[src/rtl/sfc_params.svh]
`ifndef SFC_PARAMS_SVH
`define SFC_PARAMS_SVH
`define SFC_DELIM 8'h7e
`define SFC_ESC 8'h7d
`define SFC_XON 8'h11
`define SFC_XOFF 8'h13
`define SFC_ESC_XOR 8'h20
`define SFC_CSUM_OK 8'hff
`define SFC_MODE_TRANSP 2'h0
`define SFC_MODE_API 2'h1
`define SFC_MODE_API_ESC 2'h2
`define SFC_FIFO_DEPTH 16
`endif

[src/rtl/sfc_pkg.sv]
package sfc_pkg;
  typedef logic [7:0] sfc_byte_t;
  typedef logic [1:0] sfc_mode_t;
  function automatic logic sfc_reserved(input logic [7:0] b);
    sfc_reserved = (b == 8'h7e) || (b == 8'h7d) ||
                   (b == 8'h11) || (b == 8'h13);
  endfunction
endpackage

[src/rtl/sfc_link_if.sv]
`timescale 1ns/100ps
interface sfc_link_if;
  logic [7:0] h2d_data;
  logic h2d_valid;
  logic h2d_ready;
  logic [7:0] d2h_data;
  logic d2h_valid;
  logic d2h_ready;
  modport dev (input h2d_data, input h2d_valid, output h2d_ready,
    output d2h_data, output d2h_valid, input d2h_ready);
  modport host (output h2d_data, output h2d_valid, input h2d_ready,
    input d2h_data, input d2h_valid, output d2h_ready);
endinterface

[src/rtl/sfc_fifo.sv]
`timescale 1ns/100ps
module sfc_fifo #(
  parameter int WIDTH = 9,
  parameter int DEPTH = 16
) (
  input wire logic clk_sys,
  input wire logic sys_rst,
  input wire logic clk_en,
  input wire logic clr,
  input wire logic [WIDTH-1:0] in_data,
  input wire logic in_valid,
  output logic in_ready,
  output logic [WIDTH-1:0] out_data,
  output logic out_valid,
  input wire logic out_ready
);
  localparam int AW = $clog2(DEPTH);
  logic [WIDTH-1:0] mem_ff [DEPTH];
  logic [AW-1:0] wr_ff, rd_ff;
  logic [AW:0] cnt_ff;
  logic push, pop;
  assign push = in_valid && in_ready;
  assign pop = out_valid && out_ready;
  assign in_ready = (cnt_ff != (AW+1)'(DEPTH));
  assign out_valid = (cnt_ff != '0);
  assign out_data = mem_ff[rd_ff];
  always_ff @(posedge clk_sys or posedge sys_rst) begin
    if (sys_rst) begin
      wr_ff <= '0;
      rd_ff <= '0;
      cnt_ff <= '0;
    end else if (clk_en) begin
      if (clr) begin
        wr_ff <= '0;
        rd_ff <= '0;
        cnt_ff <= '0;
      end else begin
        if (push) wr_ff <= (wr_ff == AW'(DEPTH-1)) ? '0 : wr_ff + 1'b1;
        if (pop) rd_ff <= (rd_ff == AW'(DEPTH-1)) ? '0 : rd_ff + 1'b1;
        cnt_ff <= cnt_ff + (AW+1)'(push) - (AW+1)'(pop);
      end
    end
  end
  always_ff @(posedge clk_sys) begin
    if (clk_en && push) mem_ff[wr_ff] <= in_data;
  end
endmodule // sfc_fifo

[src/rtl/sfc_dev.sv]
`timescale 1ns/100ps
`include "sfc_params.svh"
module sfc_dev
  import sfc_pkg::*;
#(
  parameter int DEPTH = `SFC_FIFO_DEPTH
) (
  input wire logic clk_sys,
  input wire logic sys_rst,
  input wire logic clk_en,
  input wire logic [1:0] framing_mode_select,
  input wire logic link_is_spi,
  sfc_link_if.dev link,
  output logic [7:0] rx_data,
  output logic rx_valid,
  output logic rx_first,
  output logic rx_last,
  input wire logic rx_ready,
  output logic rx_drop,
  input wire logic [7:0] tx_data,
  input wire logic tx_valid,
  input wire logic tx_last,
  output logic tx_ready
);
  // ****************************************************************
  // receive deframer
  // ****************************************************************
  typedef enum logic [5:0] {
    RX_HUNT = 6'h01, RX_LENH = 6'h02, RX_LENL = 6'h04,
    RX_DATA = 6'h08, RX_CSUM = 6'h10, RX_PASS = 6'h20
  } sfc_rx_st_t;
  sfc_rx_st_t rst_ff, nxt_rst;
  logic esc_ff, nxt_esc;
  logic [15:0] len_ff, nxt_len, cnt_ff, nxt_cnt;
  logic [7:0] sum_ff, nxt_sum;
  logic drop_ff, nxt_drop;
  logic [8:0] fin_data, fout_data;
  logic fin_valid, fin_ready, fclr, fout_valid;
  logic [15:0] fill_ff, nxt_fill;
  logic stuffed, is_delim, eff_valid;
  logic [7:0] b;
  sfc_mode_t mode;
  logic pop, fout_ready, take_ok;
  logic [7:0] rxd_ff;
  logic rxv_ff, rxf_ff, rxl_ff;
  assign mode = (link_is_spi && framing_mode_select == `SFC_MODE_API_ESC)
    ? `SFC_MODE_API : framing_mode_select;
  assign stuffed = (mode == `SFC_MODE_API_ESC);
  // in API modes, bytes outside RX_DATA never wait on the fifo
  assign take_ok = fin_ready ||
    (mode != `SFC_MODE_TRANSP && rst_ff != RX_DATA);
  assign link.h2d_ready = take_ok;
  always_comb begin
    nxt_rst = rst_ff;
    nxt_esc = esc_ff;
    nxt_len = len_ff;
    nxt_cnt = cnt_ff;
    nxt_sum = sum_ff;
    nxt_drop = 1'b0;
    fin_valid = 1'b0;
    fin_data = {1'b0, link.h2d_data};
    fclr = 1'b0;
    is_delim = link.h2d_data == `SFC_DELIM;
    eff_valid = 1'b0;
    b = link.h2d_data;
    if (link.h2d_valid && take_ok) begin
      if (mode == `SFC_MODE_TRANSP) begin
        nxt_rst = RX_PASS;
        fin_valid = 1'b1;
        fin_data = {1'b1, link.h2d_data};
      end else if (stuffed && is_delim && rst_ff != RX_HUNT) begin
        fclr = (rst_ff == RX_DATA || rst_ff == RX_CSUM);
        nxt_esc = 1'b0;
        nxt_rst = RX_LENH;
      end else if (stuffed && !esc_ff && b == `SFC_ESC &&
                   rst_ff != RX_HUNT) begin
        nxt_esc = 1'b1;
      end else begin
        if (esc_ff) b = b ^ `SFC_ESC_XOR;
        nxt_esc = 1'b0;
        eff_valid = 1'b1;
      end
    end
    if (eff_valid) begin
      case (rst_ff)
        RX_HUNT, RX_PASS: begin
          if (is_delim) nxt_rst = RX_LENH;
          else nxt_rst = RX_HUNT;
        end
        RX_LENH: begin
          nxt_len = {b, 8'h00};
          nxt_rst = RX_LENL;
        end
        RX_LENL: begin
          nxt_len = {len_ff[15:8], b};
          nxt_cnt = '0;
          nxt_sum = '0;
          if ({len_ff[15:8], b} == 16'h0000) begin
            nxt_rst = RX_HUNT; // frame without type is malformed
            nxt_drop = 1'b1;
          end else nxt_rst = RX_DATA;
        end
        RX_DATA: begin
          nxt_sum = sum_ff + b;
          nxt_cnt = cnt_ff + 16'h0001;
          fin_valid = 1'b1;
          fin_data = {cnt_ff == 16'h0000, b}; // first byte marked
          if (cnt_ff + 16'h0001 == len_ff) nxt_rst = RX_CSUM;
        end
        RX_CSUM: begin
          nxt_rst = RX_HUNT;
          if (8'(sum_ff + b) != `SFC_CSUM_OK) begin
            fclr = 1'b1;
            nxt_drop = 1'b1;
          end
        end
        default: nxt_rst = RX_HUNT;
      endcase
    end
  end
  // in API modes, release only whole verified frames
  always_comb begin
    nxt_fill = fill_ff;
    if (pop && fill_ff != '0) nxt_fill = fill_ff - 16'h0001;
    if (rst_ff == RX_CSUM && eff_valid && !nxt_drop)
      nxt_fill = nxt_fill + cnt_ff;
    if (fclr || mode == `SFC_MODE_TRANSP) nxt_fill = '0;
  end
  always_ff @(posedge clk_sys or posedge sys_rst) begin
    if (sys_rst) begin
      rst_ff <= RX_HUNT;
      esc_ff <= 1'b0;
      len_ff <= '0;
      cnt_ff <= '0;
      sum_ff <= '0;
      drop_ff <= 1'b0;
      fill_ff <= '0;
    end else if (clk_en) begin
      rst_ff <= nxt_rst;
      esc_ff <= nxt_esc;
      len_ff <= nxt_len;
      cnt_ff <= nxt_cnt;
      sum_ff <= nxt_sum;
      drop_ff <= nxt_drop;
      fill_ff <= nxt_fill;
    end
  end
  assign pop = fout_valid && (mode == `SFC_MODE_TRANSP || fill_ff != '0) &&
    (!rxv_ff || rx_ready);
  assign fout_ready = pop;
  sfc_fifo #(.WIDTH(9), .DEPTH(DEPTH)) u_rxq (
    .clk_sys(clk_sys), .sys_rst(sys_rst), .clk_en(clk_en), .clr(fclr),
    .in_data(fin_data), .in_valid(fin_valid), .in_ready(fin_ready),
    .out_data(fout_data), .out_valid(fout_valid), .out_ready(fout_ready));
  always_ff @(posedge clk_sys or posedge sys_rst) begin
    if (sys_rst) begin
      rxd_ff <= '0;
      rxv_ff <= 1'b0;
      rxf_ff <= 1'b0;
      rxl_ff <= 1'b0;
    end else if (clk_en) begin
      if (pop) begin
        rxd_ff <= fout_data[7:0];
        rxv_ff <= 1'b1;
        rxf_ff <= fout_data[8];
        rxl_ff <= (fill_ff == 16'h0001) && mode != `SFC_MODE_TRANSP;
      end else if (rx_ready) rxv_ff <= 1'b0;
    end
  end
  assign rx_data = rxd_ff;
  assign rx_valid = rxv_ff;
  assign rx_first = rxf_ff;
  assign rx_last = rxl_ff;
  assign rx_drop = drop_ff;
  // ****************************************************************
  // transmit framer
  // ****************************************************************
  sfc_host_tx u_tx (
    .clk_sys(clk_sys), .sys_rst(sys_rst), .clk_en(clk_en),
    .stuffed(stuffed), .transp(mode == `SFC_MODE_TRANSP),
    .in_data(tx_data), .in_valid(tx_valid), .in_last(tx_last),
    .in_ready(tx_ready), .out_data(link.d2h_data),
    .out_valid(link.d2h_valid), .out_ready(link.d2h_ready));
endmodule // sfc_dev

[src/rtl/sfc_host.sv]
`timescale 1ns/100ps
`include "sfc_params.svh"
module sfc_host_tx
  import sfc_pkg::*;
(
  input wire logic clk_sys,
  input wire logic sys_rst,
  input wire logic clk_en,
  input wire logic stuffed,
  input wire logic transp,
  input wire logic [7:0] in_data,
  input wire logic in_valid,
  input wire logic in_last,
  output logic in_ready,
  output logic [7:0] out_data,
  output logic out_valid,
  input wire logic out_ready
);
  localparam int AW = $clog2(`SFC_FIFO_DEPTH);
  typedef enum logic [5:0] {
    TX_COL = 6'h01, TX_DEL = 6'h02, TX_LH = 6'h04,
    TX_LL = 6'h08, TX_DAT = 6'h10, TX_CS = 6'h20
  } sfc_tx_st_t;
  logic [7:0] buf_ff [`SFC_FIFO_DEPTH];
  sfc_tx_st_t st_ff, nxt_st;
  logic [AW:0] n_ff, nxt_n, i_ff, nxt_i;
  logic [7:0] sum_ff, nxt_sum, od_ff, nxt_od, cur;
  logic ov_ff, nxt_ov, esc_ff, nxt_esc, wr;
  logic [7:0] tpd_ff, nxt_tpd;
  logic tpv_ff, nxt_tpv;
  assign in_ready = transp ? (!tpv_ff || out_ready) : (st_ff == TX_COL &&
    n_ff != (AW+1)'(`SFC_FIFO_DEPTH));
  assign wr = in_valid && in_ready && !transp;
  always_comb begin
    nxt_st = st_ff;
    nxt_n = n_ff;
    nxt_i = i_ff;
    nxt_sum = sum_ff;
    nxt_od = od_ff;
    nxt_ov = ov_ff;
    nxt_esc = esc_ff;
    nxt_tpd = tpd_ff;
    nxt_tpv = tpv_ff && !out_ready;
    cur = 8'h00;
    if (transp && in_valid && in_ready) begin
      nxt_tpd = in_data;
      nxt_tpv = 1'b1;
    end
    if (ov_ff && out_ready) nxt_ov = 1'b0;
    case (st_ff)
      TX_COL: if (wr) begin
        nxt_n = n_ff + 1'b1;
        nxt_sum = sum_ff + in_data;
        if (in_last) nxt_st = TX_DEL;
      end
      TX_DEL, TX_LH, TX_LL, TX_DAT, TX_CS: begin
        case (st_ff)
          TX_LH: cur = 8'h00;
          TX_LL: cur = 8'(n_ff);
          TX_DAT: cur = buf_ff[i_ff[AW-1:0]];
          TX_CS: cur = `SFC_CSUM_OK - sum_ff;
          default: cur = `SFC_DELIM;
        endcase
        if (!ov_ff || out_ready) begin
          nxt_ov = 1'b1;
          if (st_ff != TX_DEL && stuffed && !esc_ff && sfc_reserved(cur))
          begin
            nxt_od = `SFC_ESC;
            nxt_esc = 1'b1;
          end else begin
            nxt_od = esc_ff ? cur ^ `SFC_ESC_XOR : cur;
            nxt_esc = 1'b0;
            case (st_ff)
              TX_DEL: nxt_st = TX_LH;
              TX_LH: nxt_st = TX_LL;
              TX_LL: begin
                nxt_st = TX_DAT;
                nxt_i = '0;
              end
              TX_DAT: begin
                nxt_i = i_ff + 1'b1;
                if (i_ff + 1'b1 == n_ff) nxt_st = TX_CS;
              end
              default: begin
                nxt_st = TX_COL;
                nxt_n = '0;
                nxt_sum = '0;
              end
            endcase
          end
        end
      end
      default: nxt_st = TX_COL;
    endcase
  end
  always_ff @(posedge clk_sys or posedge sys_rst) begin
    if (sys_rst) begin
      st_ff <= TX_COL;
      n_ff <= '0;
      i_ff <= '0;
      sum_ff <= '0;
      od_ff <= '0;
      ov_ff <= 1'b0;
      esc_ff <= 1'b0;
      tpd_ff <= '0;
      tpv_ff <= 1'b0;
    end else if (clk_en) begin
      st_ff <= nxt_st;
      n_ff <= nxt_n;
      i_ff <= nxt_i;
      sum_ff <= nxt_sum;
      od_ff <= nxt_od;
      ov_ff <= nxt_ov;
      esc_ff <= nxt_esc;
      tpd_ff <= nxt_tpd;
      tpv_ff <= nxt_tpv;
    end
  end
  always_ff @(posedge clk_sys) begin
    if (clk_en && wr) buf_ff[n_ff[AW-1:0]] <= in_data;
  end
  assign out_data = transp ? tpd_ff : od_ff;
  assign out_valid = transp ? tpv_ff : ov_ff;
endmodule // sfc_host_tx
 // sfc_host

[src/flat_wrapper.sv]
// flat-port wrapper written by rule: the top's interface ports become plain ports
module sfc_dev_flat import sfc_pkg::*;
#(
  parameter int DEPTH = `SFC_FIFO_DEPTH
)
  (clk_sys, sys_rst, clk_en, framing_mode_select, link_is_spi, rx_data, rx_valid, rx_first, rx_last, rx_ready, rx_drop, tx_data, tx_valid, tx_last, tx_ready, link_h2d_data, link_h2d_valid, link_h2d_ready, link_d2h_data, link_d2h_valid, link_d2h_ready);
  sfc_link_if link_i ();
  input wire logic clk_sys;
  input wire logic sys_rst;
  input wire logic clk_en;
  input wire logic [1:0] framing_mode_select;
  input wire logic link_is_spi;
  output logic [7:0] rx_data;
  output logic rx_valid;
  output logic rx_first;
  output logic rx_last;
  input wire logic rx_ready;
  output logic rx_drop;
  input wire logic [7:0] tx_data;
  input wire logic tx_valid;
  input wire logic tx_last;
  output logic tx_ready;
  input wire logic [$bits(link_i.h2d_data)-1:0] link_h2d_data;
  input wire logic [$bits(link_i.h2d_valid)-1:0] link_h2d_valid;
  output wire logic [$bits(link_i.h2d_ready)-1:0] link_h2d_ready;
  output wire logic [$bits(link_i.d2h_data)-1:0] link_d2h_data;
  output wire logic [$bits(link_i.d2h_valid)-1:0] link_d2h_valid;
  input wire logic [$bits(link_i.d2h_ready)-1:0] link_d2h_ready;
  assign link_i.h2d_data = link_h2d_data;
  assign link_i.h2d_valid = link_h2d_valid;
  assign link_h2d_ready = link_i.h2d_ready;
  assign link_d2h_data = link_i.d2h_data;
  assign link_d2h_valid = link_i.d2h_valid;
  assign link_i.d2h_ready = link_d2h_ready;
  sfc_dev #(.DEPTH(DEPTH)) u_core (.clk_sys(clk_sys), .sys_rst(sys_rst), .clk_en(clk_en), .framing_mode_select(framing_mode_select), .link_is_spi(link_is_spi), .link(link_i), .rx_data(rx_data), .rx_valid(rx_valid), .rx_first(rx_first), .rx_last(rx_last), .rx_ready(rx_ready), .rx_drop(rx_drop), .tx_data(tx_data), .tx_valid(tx_valid), .tx_last(tx_last), .tx_ready(tx_ready));
endmodule
[config.mk]
export PLATFORM = sky130hd
export DESIGN_NAME = sfc_dev_flat
export DESIGN_NICKNAME = d
export VERILOG_FILES = /design/src/rtl/sfc_pkg.sv /design/src/rtl/sfc_link_if.sv /design/src/rtl/sfc_fifo.sv /design/src/rtl/sfc_dev.sv /design/src/rtl/sfc_host.sv /design/src/flat_wrapper.sv
export VERILOG_INCLUDE_DIRS = /design/src /design/src/rtl
export SDC_FILE = /design/constraint.sdc
export NUM_CORES = 1
export LEC_CHECK = 0
export BUFFER_PORTS_ARGS = -buffer_cell sky130_fd_sc_hd__buf_2
export CAP_MARGIN = 10
export CORE_UTILIZATION = 40
export DETAILED_ROUTE_END_ITERATION = 10
export GPL_TIMING_DRIVEN = 1
export RECOVER_POWER = 100
export SYNTH_ARGS = -nofsm -noshare
export SYNTH_HDL_FRONTEND = slang
export SYNTH_SLANG_ARGS = --single-unit
[constraint.sdc]
create_clock -name clk_sys -period 4.73 [get_ports clk_sys]
set_input_delay 0.7095 -clock clk_sys [delete_from_list [all_inputs] [get_ports clk_sys]]
set_output_delay 0.7095 -clock clk_sys [all_outputs]
set_load 0.01 [all_outputs]
After elaboration in Yosys (flattened, before gate mapping) --
Memories as Yosys holds them, arrays and structs flattened. A register that Yosys moved wholly into a read port is not among the register bits. Index checks and enable logic that the tools add are counted.
Storage, ports and cells: bits in registers 122, memory bits (writable) 272, input port bits 27, word-level logic and storage cells 240, memories kept 2
Memory list:
- u_core.u_rxq.mem_ff | words 16, bits a word 9, rd ports 1, clocked after memory_dff 1, write ports 1, RTL line sfc_fifo.sv:18 | logic [WIDTH-1:0] mem_ff [DEPTH];
- u_core.u_tx.buf_ff | words 16, bits a word 8, rd ports 1, clocked after memory_dff 0, write ports 1, RTL line sfc_host.sv:24 | logic [7:0] buf_ff [`SFC_FIFO_DEPTH];
Operators by class: add/sub/neg operators 12, eq/ne operators 37, multiplexer cells 87, bitwise operators 5, reduce and logical (&&, ||, !) cells 75
Operators with widths (count):
- 6-bit two-way mux | 16
- 16-bit one-hot mux with 2 select lines | 2
- 8-bit two-way mux | 7
- 16-bit two-way mux | 3
- 6-bit one-hot mux with 4 select lines | 2
- 9-bit two-way mux | 4
- 8-bit by 7-bit == test with 1-bit output, second input constant | 4
- 16-bit logical NOT | 2
- 1-bit two-way mux | 32
- 8-bit one-hot mux with 2 select lines | 2
- 8-bit one-hot mux with 4 select lines | 1
- 1-bit logical AND | 28
- 4-bit two-way mux | 7
- 5-bit two-way mux | 5
- 5-bit one-hot mux with 2 select lines | 2
- 16-bit by 1-bit adder with 16-bit output, second input constant | 1
- 16-bit adder | 1
- 8-bit adder | 2
- 16-bit by 1-bit == test with 1-bit output, second input constant | 1
- 16-bit == test | 1
- 8-bit by 5-bit == test with 1-bit output, second input constant | 2
- 16-bit nonzero test | 1
- 2-bit nonzero test | 8
- 16-bit by 1-bit subtractor with 16-bit output, second input constant | 1
- 37 further kinds | 81

Logic depth before layout (Yosys ltp) --
depth after elaboration 20, depth in mapped cells 19, mapped depth without buffers 17

Hierarchy --
A second synthesis with hierarchy kept.
Unflattened totals: cell total of the unflattened synthesis 1455, area, all modules 19500.0 um^2
Modules (own cells, without submodules):
- sfc_host_tx | instances 1, cells each 517, area each 7756.2 um^2, sequential area each 4921.0 um^2
- sfc_fifo | instances 1, cells each 337, area each 6404.9 um^2, sequential area each 4649.5 um^2
- sfc_dev | instances 1, cells each 601, area each 5338.9 um^2, sequential area each 1878.1 um^2

Worst setup path before layout --
No wires, ideal clock.
path kind input to register, start in framing_mode_select[0], end reg u_core.fill_ff[2], arrival time 4072 ps, path slack 526 ps, stages on the path 17, path buffers 2, path through or3b_2 -> a31oi_1 -> and2_1 -> nor3_1 -> nand2_1 -> xnor2_1 -> ha_1 -> o21a_1 -> and3_1 -> mux2i_1 -> nand2_1 -> nor3_1 -> and4_1 -> clkbuf_1 -> buf_2 -> mux2i_1 -> o2bb2ai_1
On the way: word-level cells in the longest chain between the ends 20, elaborated cells on any way between the ends 47
RTL lines:
- start: declaration | RTL line flat_wrapper.sv:11 | input wire logic [1:0] framing_mode_select;
- 2-bit == test (no source line)
- 1-bit logical AND (no source line)
- 2-bit two-way mux * | RTL line sfc_dev.sv:46 | assign mode = (link_is_spi && framing_mode_select == `SFC_MODE_API_ESC)
- 2-bit == test (no source line)
- 1-bit logical AND | RTL line sfc_dev.sv:75 | end else if (stuffed && !esc_ff && b == `SFC_ESC &&
- 1-bit logical AND (no source line)
- 1-bit logical AND | RTL line sfc_dev.sv:75
- 6-bit two-way mux | RTL line sfc_dev.sv:75
- [4 not listed]
- 8-bit != test (no source line)
- 1-bit two-way mux | RTL line sfc_dev.sv:112 | if (8'(sum_ff + b) != `SFC_CSUM_OK) begin
- 1-bit one-hot mux with 2 select lines | RTL line sfc_dev.sv:85 | case (rst_ff)
- 1-bit two-way mux | RTL line sfc_dev.sv:84 | if (eff_valid) begin
- 1-bit logical NOT | RTL line sfc_dev.sv:125 | if (rst_ff == RX_CSUM && eff_valid && !nxt_drop)
- 1-bit logical AND | RTL line sfc_dev.sv:125
- 16-bit two-way mux | RTL line sfc_dev.sv:125
- 16-bit two-way mux * | RTL line sfc_dev.sv:127 | if (fclr || mode == `SFC_MODE_TRANSP) nxt_fill = '0;
- end signal: assignment | RTL line sfc_dev.sv:145 | fill_ff <= nxt_fill;
- end: declaration | RTL line sfc_dev.sv:39 | logic [15:0] fill_ff, nxt_fill;
Mark *: on every way between the ends. The rest lies on a longest branch, timed or not. A chain may end at the register's enable or synchronous reset.

Worst setup path after layout --
start reg u_core.fill_ff[2], end reg u_core.fill_ff[15]
On the way: word-level cells in the longest chain between the ends 9, elaborated cells on any way between the ends 10
RTL lines:
- parallel branches: the longest is 5 deep, another holds 16-bit by 1-bit subtractor with 16-bit output
- 16-bit two-way mux * | RTL line sfc_dev.sv:124 | if (pop && fill_ff != '0) nxt_fill = fill_ff - 16'h0001;
- 16-bit adder | RTL line sfc_dev.sv:126 | nxt_fill = nxt_fill + cnt_ff;
- 16-bit two-way mux * | RTL line sfc_dev.sv:125
- 16-bit two-way mux * | RTL line sfc_dev.sv:127
Mark *: on every way between the ends.

==> impl_metrics.tcl <==
set metrics [dict create \
    grt_max_degree 65 \
    clk_pin_slew_worst_paths_ns 0.06 \
    hold_violations 0 \
    die_h_um 222 \
    io_buffer_count 49 \
    drt_iter0_markers 925 \
    reg2reg_slack_ns 0.38 \
    overflow 0 \
    start_kind "flop" \
    clkPwrFrac_pct 31.1 \
    hold_end "u_core.u_tx.tpv_ff$_DFFE_PP0P_" \
    ys_seq_area_share_pct 58.9 \
    timing.final.ws_setup_ns 0.383 \
    pre_cts_slack_ns 0.117 \
    yosysTopAreaCell "edfxtp_1" \
    grtUsageMet1_pct 25.9 \
    grtUsageMet2_pct 32.8 \
    violations "capacitance limit, slew limit" \
    dp_cells 2097 \
    grt_usage_pct 19.6 \
    ys_types 76 \
    cts_tree "built" \
    power_density_nw_per_um2 527 \
    top_usage_layer "met2" \
    async_flop_share_pct 32.5 \
    setup_viol 0 \
    hold_buffers 0 \
    drt-vias-per-instance 5.73 \
    fin_tns_setup_ns 0 \
    antenna_found_initial 0 \
    r2r-end "u_core.fill_ff[15]$_DFFE_PP0P_" \
    finalMaxSlewViolations 94 \
    cts_made_buffers 44 \
    drive_gt1_share_pct 14.8 \
    required_ns 5.19 \
    first_pass_iters 5 \
    cts_setup_buffers 0 \
    syn_area_sq_um 19400 \
    intPower_mw 7.87 \
    clock_path_buffers 3 \
    core_sq_um 47800 \
    drt-wirelength-per-cell_um 21.6 \
    htree_levels 2 \
    grt_first_pass_wirelength_mm 74.2 \
    r2r_cells 17 \
    globalplace.congestion 0.861 \
    syn2layout_area_growth_pct 12.9 \
    netlist_instances 1449 \
    cts-root-buf "clkbuf_16" \
    pin_count 50 \
    synth_ff_type "edfxtp_1" \
    min_from "link_d2h_ready" \
    via_count 12496 \
    cts.sinks 403 \
    fmax_ghz 0.230 \
    syn_nets 1531 \
    synthTopCellsByArea "edfxtp_1 (42%), dfrtp_1 (17%), mux4_2 (8.6%)" \
    crit_type "flop to flop" \
    power_frac_seq_pct 40.5 \
    comb_power_share_pct 28.4 \
    grt_util_met3_pct 3.07 \
    regToRegStartpoint "u_core.fill_ff[2]$_DFFE_PP0P_" \
    yosys_warnings 0 \
    drv_cap 2 \
    wirelength_mm 47.1 \
    antenna_cells 0 \
    p_sw_share_pct 31.9 \
    antenna_left 0 \
    avgSynthCellArea_sq_um 13.4 \
    hpwlAfterDp_mm 32.3 \
    fin_crit_ns 4.35 \
    outcome "finished, violations left" \
    grt_pass1_vias 12596 \
    synth_top_area_share_pct 42.1 \
    ys_seq_elements 403 \
    instances_no_fill 2179 \
    initial_core_util_pct 40.6 \
    rsz0062_at_grt "no" \
    synth_edf_count 272 \
    row_count 80 \
    hold_path.class "primary input to flop" \
    arrival_ns 4.80 \
    min_path_cells 4 \
    nNetsFinal 1612 \
    worst_slew_pin_slew_ns 2.95 \
    die_w_um 222 \
    switchingPower_mw 3.68 \
    slew_headroom_pct -97.5 \
    fin_worst_skew_ns 0.0192 \
    utilization_pct 45.8 \
    critPathCaptureType "flop" \
    drc 0 \
    crit_fanout 6 \
    fin_crit_sh_pct 91.9 \
    vdd_ir_drop_max_uv 292 \
    clkLatencyLatePin_ns 0.59 \
    n_fill_cell 4305 \
    dieArea_sq_um 49400 \
    p_leak_nw 8.05 \
]
-- repair_timing --
action / 4_1_cts / 5_1_grt
setup endpoints to repair: 0 / 4
gates resized for setup: 0 / 4
endpoints found under the hold margin: 0 / 0
-- how the worst max path moves through the flow --
stage,startpoint,endpoint,cells after the start
global placement,u_core.fill_ff[3]$_DFFE_PP0P_,u_core.fill_ff[15]$_DFFE_PP0P_,17
global route,u_core.fill_ff[2]$_DFFE_PP0P_,u_core.fill_ff[15]$_DFFE_PP0P_,17
detailed placement,u_core.fill_ff[2]$_DFFE_PP0P_,u_core.fill_ff[15]$_DFFE_PP0P_,17
floorplan,sys_rst,u_core.cnt_ff[0]$_DFFE_PP0P_,1
finish,u_core.fill_ff[2]$_DFFE_PP0P_,u_core.fill_ff[15]$_DFFE_PP0P_,17
CTS,u_core.fill_ff[2]$_DFFE_PP0P_,u_core.fill_ff[15]$_DFFE_PP0P_,17
-- power groups by stage --
stage	clock [mW]	sequential (mW)	combinational, mW
after floorplan	0	4.45	2.63
after global placement	0	4.74	3.25
after detailed placement	0	4.75	3.32
after CTS	3.68	4.68	3.34
after global routing	3.83	4.75	3.62
final	3.60	4.68	3.28
-- final cells by class --
type / instances / area (sq um) / share of cell area [%]
sequential: 403 / 11500 / 52.2
multi-input combinational: 941 / 7510 / 34.2
clock buffer: 59 / 1250 / 5.69
tap: 615 / 769 / 3.51
timing repair buffer: 106 / 539 / 2.46
clock inverter: 21 / 284 / 1.30
inverter: 34 / 129 / 0.588
-- stage by stage --
step,total power [mW],area (sq um),hold WS [ns]
6_report,11.6,21900,0.451
5_1_grt,12.2,21900,0.475
4_1_cts,11.7,22100,0.216
3_5_place_dp,8.07,20500,0.491
3_3_place_gp,7.99,20500,0.466
2_1_floorplan,7.08,19400,0.454
-- cell usage in the layout, fill, tap and decap left out, drive strengths merged, types with 10 or more instances in the layout --
master,synthesis,routed
a211oi,11,11
a21o,13,13
a21oi,49,49
a22o,28,28
and3,25,25
buf,22,39
clkbuf,49,126
clkinv,1,13
dfrtp,129,129
edfxtp,272,272
ha,51,51
inv,33,34
mux2,31,31
mux2i,23,23
mux4,77,77
nand2,123,123
nand2b,10,10
nand3,37,37
nand4,12,12
nor2,98,98
nor3,41,41
nor4,21,21
o21ai,75,75
o2bb2ai,14,14
xnor2,49,49
xor2,34,34
-- Yosys cell counts, types with 11 or more instances --
master,instances
xnor2_1,49
mux4_2,74
a21o_1,13
edfxtp_1,272
dfrtp_1,129
nor3_1,41
and3_1,25
nand2_1,123
mux2i_1,23
o21ai_0,65
ha_1,51
clkbuf_1,49
a22o_1,28
buf_2,11
inv_1,33
nor2_1,98
nor4_1,20
nand3_1,37
nand4_1,12
o2bb2ai_1,14
mux2_2,29
a21oi_1,48
xor2_1,34
-- registers in the layout, indices dropped and copies added, names as in the netlist, 4 cells and up --
signal               flops
u_core.u_rxq.mem_ff    144
u_core.u_tx.buf_ff     128
u_core.cnt_ff           16
u_core.fill_ff          16
u_core.len_ff           16
u_core.rx_data           8
u_core.sum_ff            8
u_core.u_tx.od_ff        8
u_core.u_tx.sum_ff       8
u_core.u_tx.tpd_ff       8
u_core.rst_ff            6
u_core.u_tx.st_ff        6
u_core.u_rxq.cnt_ff      5
u_core.u_tx.i_ff         5
u_core.u_tx.n_ff         5
u_core.u_rxq.rd_ff       4
u_core.u_rxq.wr_ff       4
-- logic make-up after synthesis --
logic type / synth area share [%]
and+or+nand+nor: 10.5
DFF: 58.9
AOI/OAI and AO/OA: 8.77
muxes: 12.0
buffers and inverters: 2.40
xor gates and xnor gates: 3.74
adders and majority gates: 3.70
-- worst max-delay path, cell delays in order (launching register included) --
cell      delay (ns)
dfrtp_1         0.44
or4_1           0.59
nor3_2          0.30
a31oi_2         0.23
clkbuf_1        0.19
o21ai_1         0.27
inv_1           0.09
ha_1            0.31
a211oi_1        0.33
nor3_1          0.11
nor2_1          0.20
a211oi_1        0.15
o31ai_1         0.30
nor4bb_1        0.09
buf_4           0.15
o221a_2         0.27
nor3_1          0.12
o21ai_0         0.10
-- per-layer routing --
layer,up-vias,wire (um)
li1,5708,-
met1,6392,20700
met2,310,23000
met3,86,2100
met4,0,1250
met5,-,0
No activity file was read; power rests on OpenSTA's default activity.
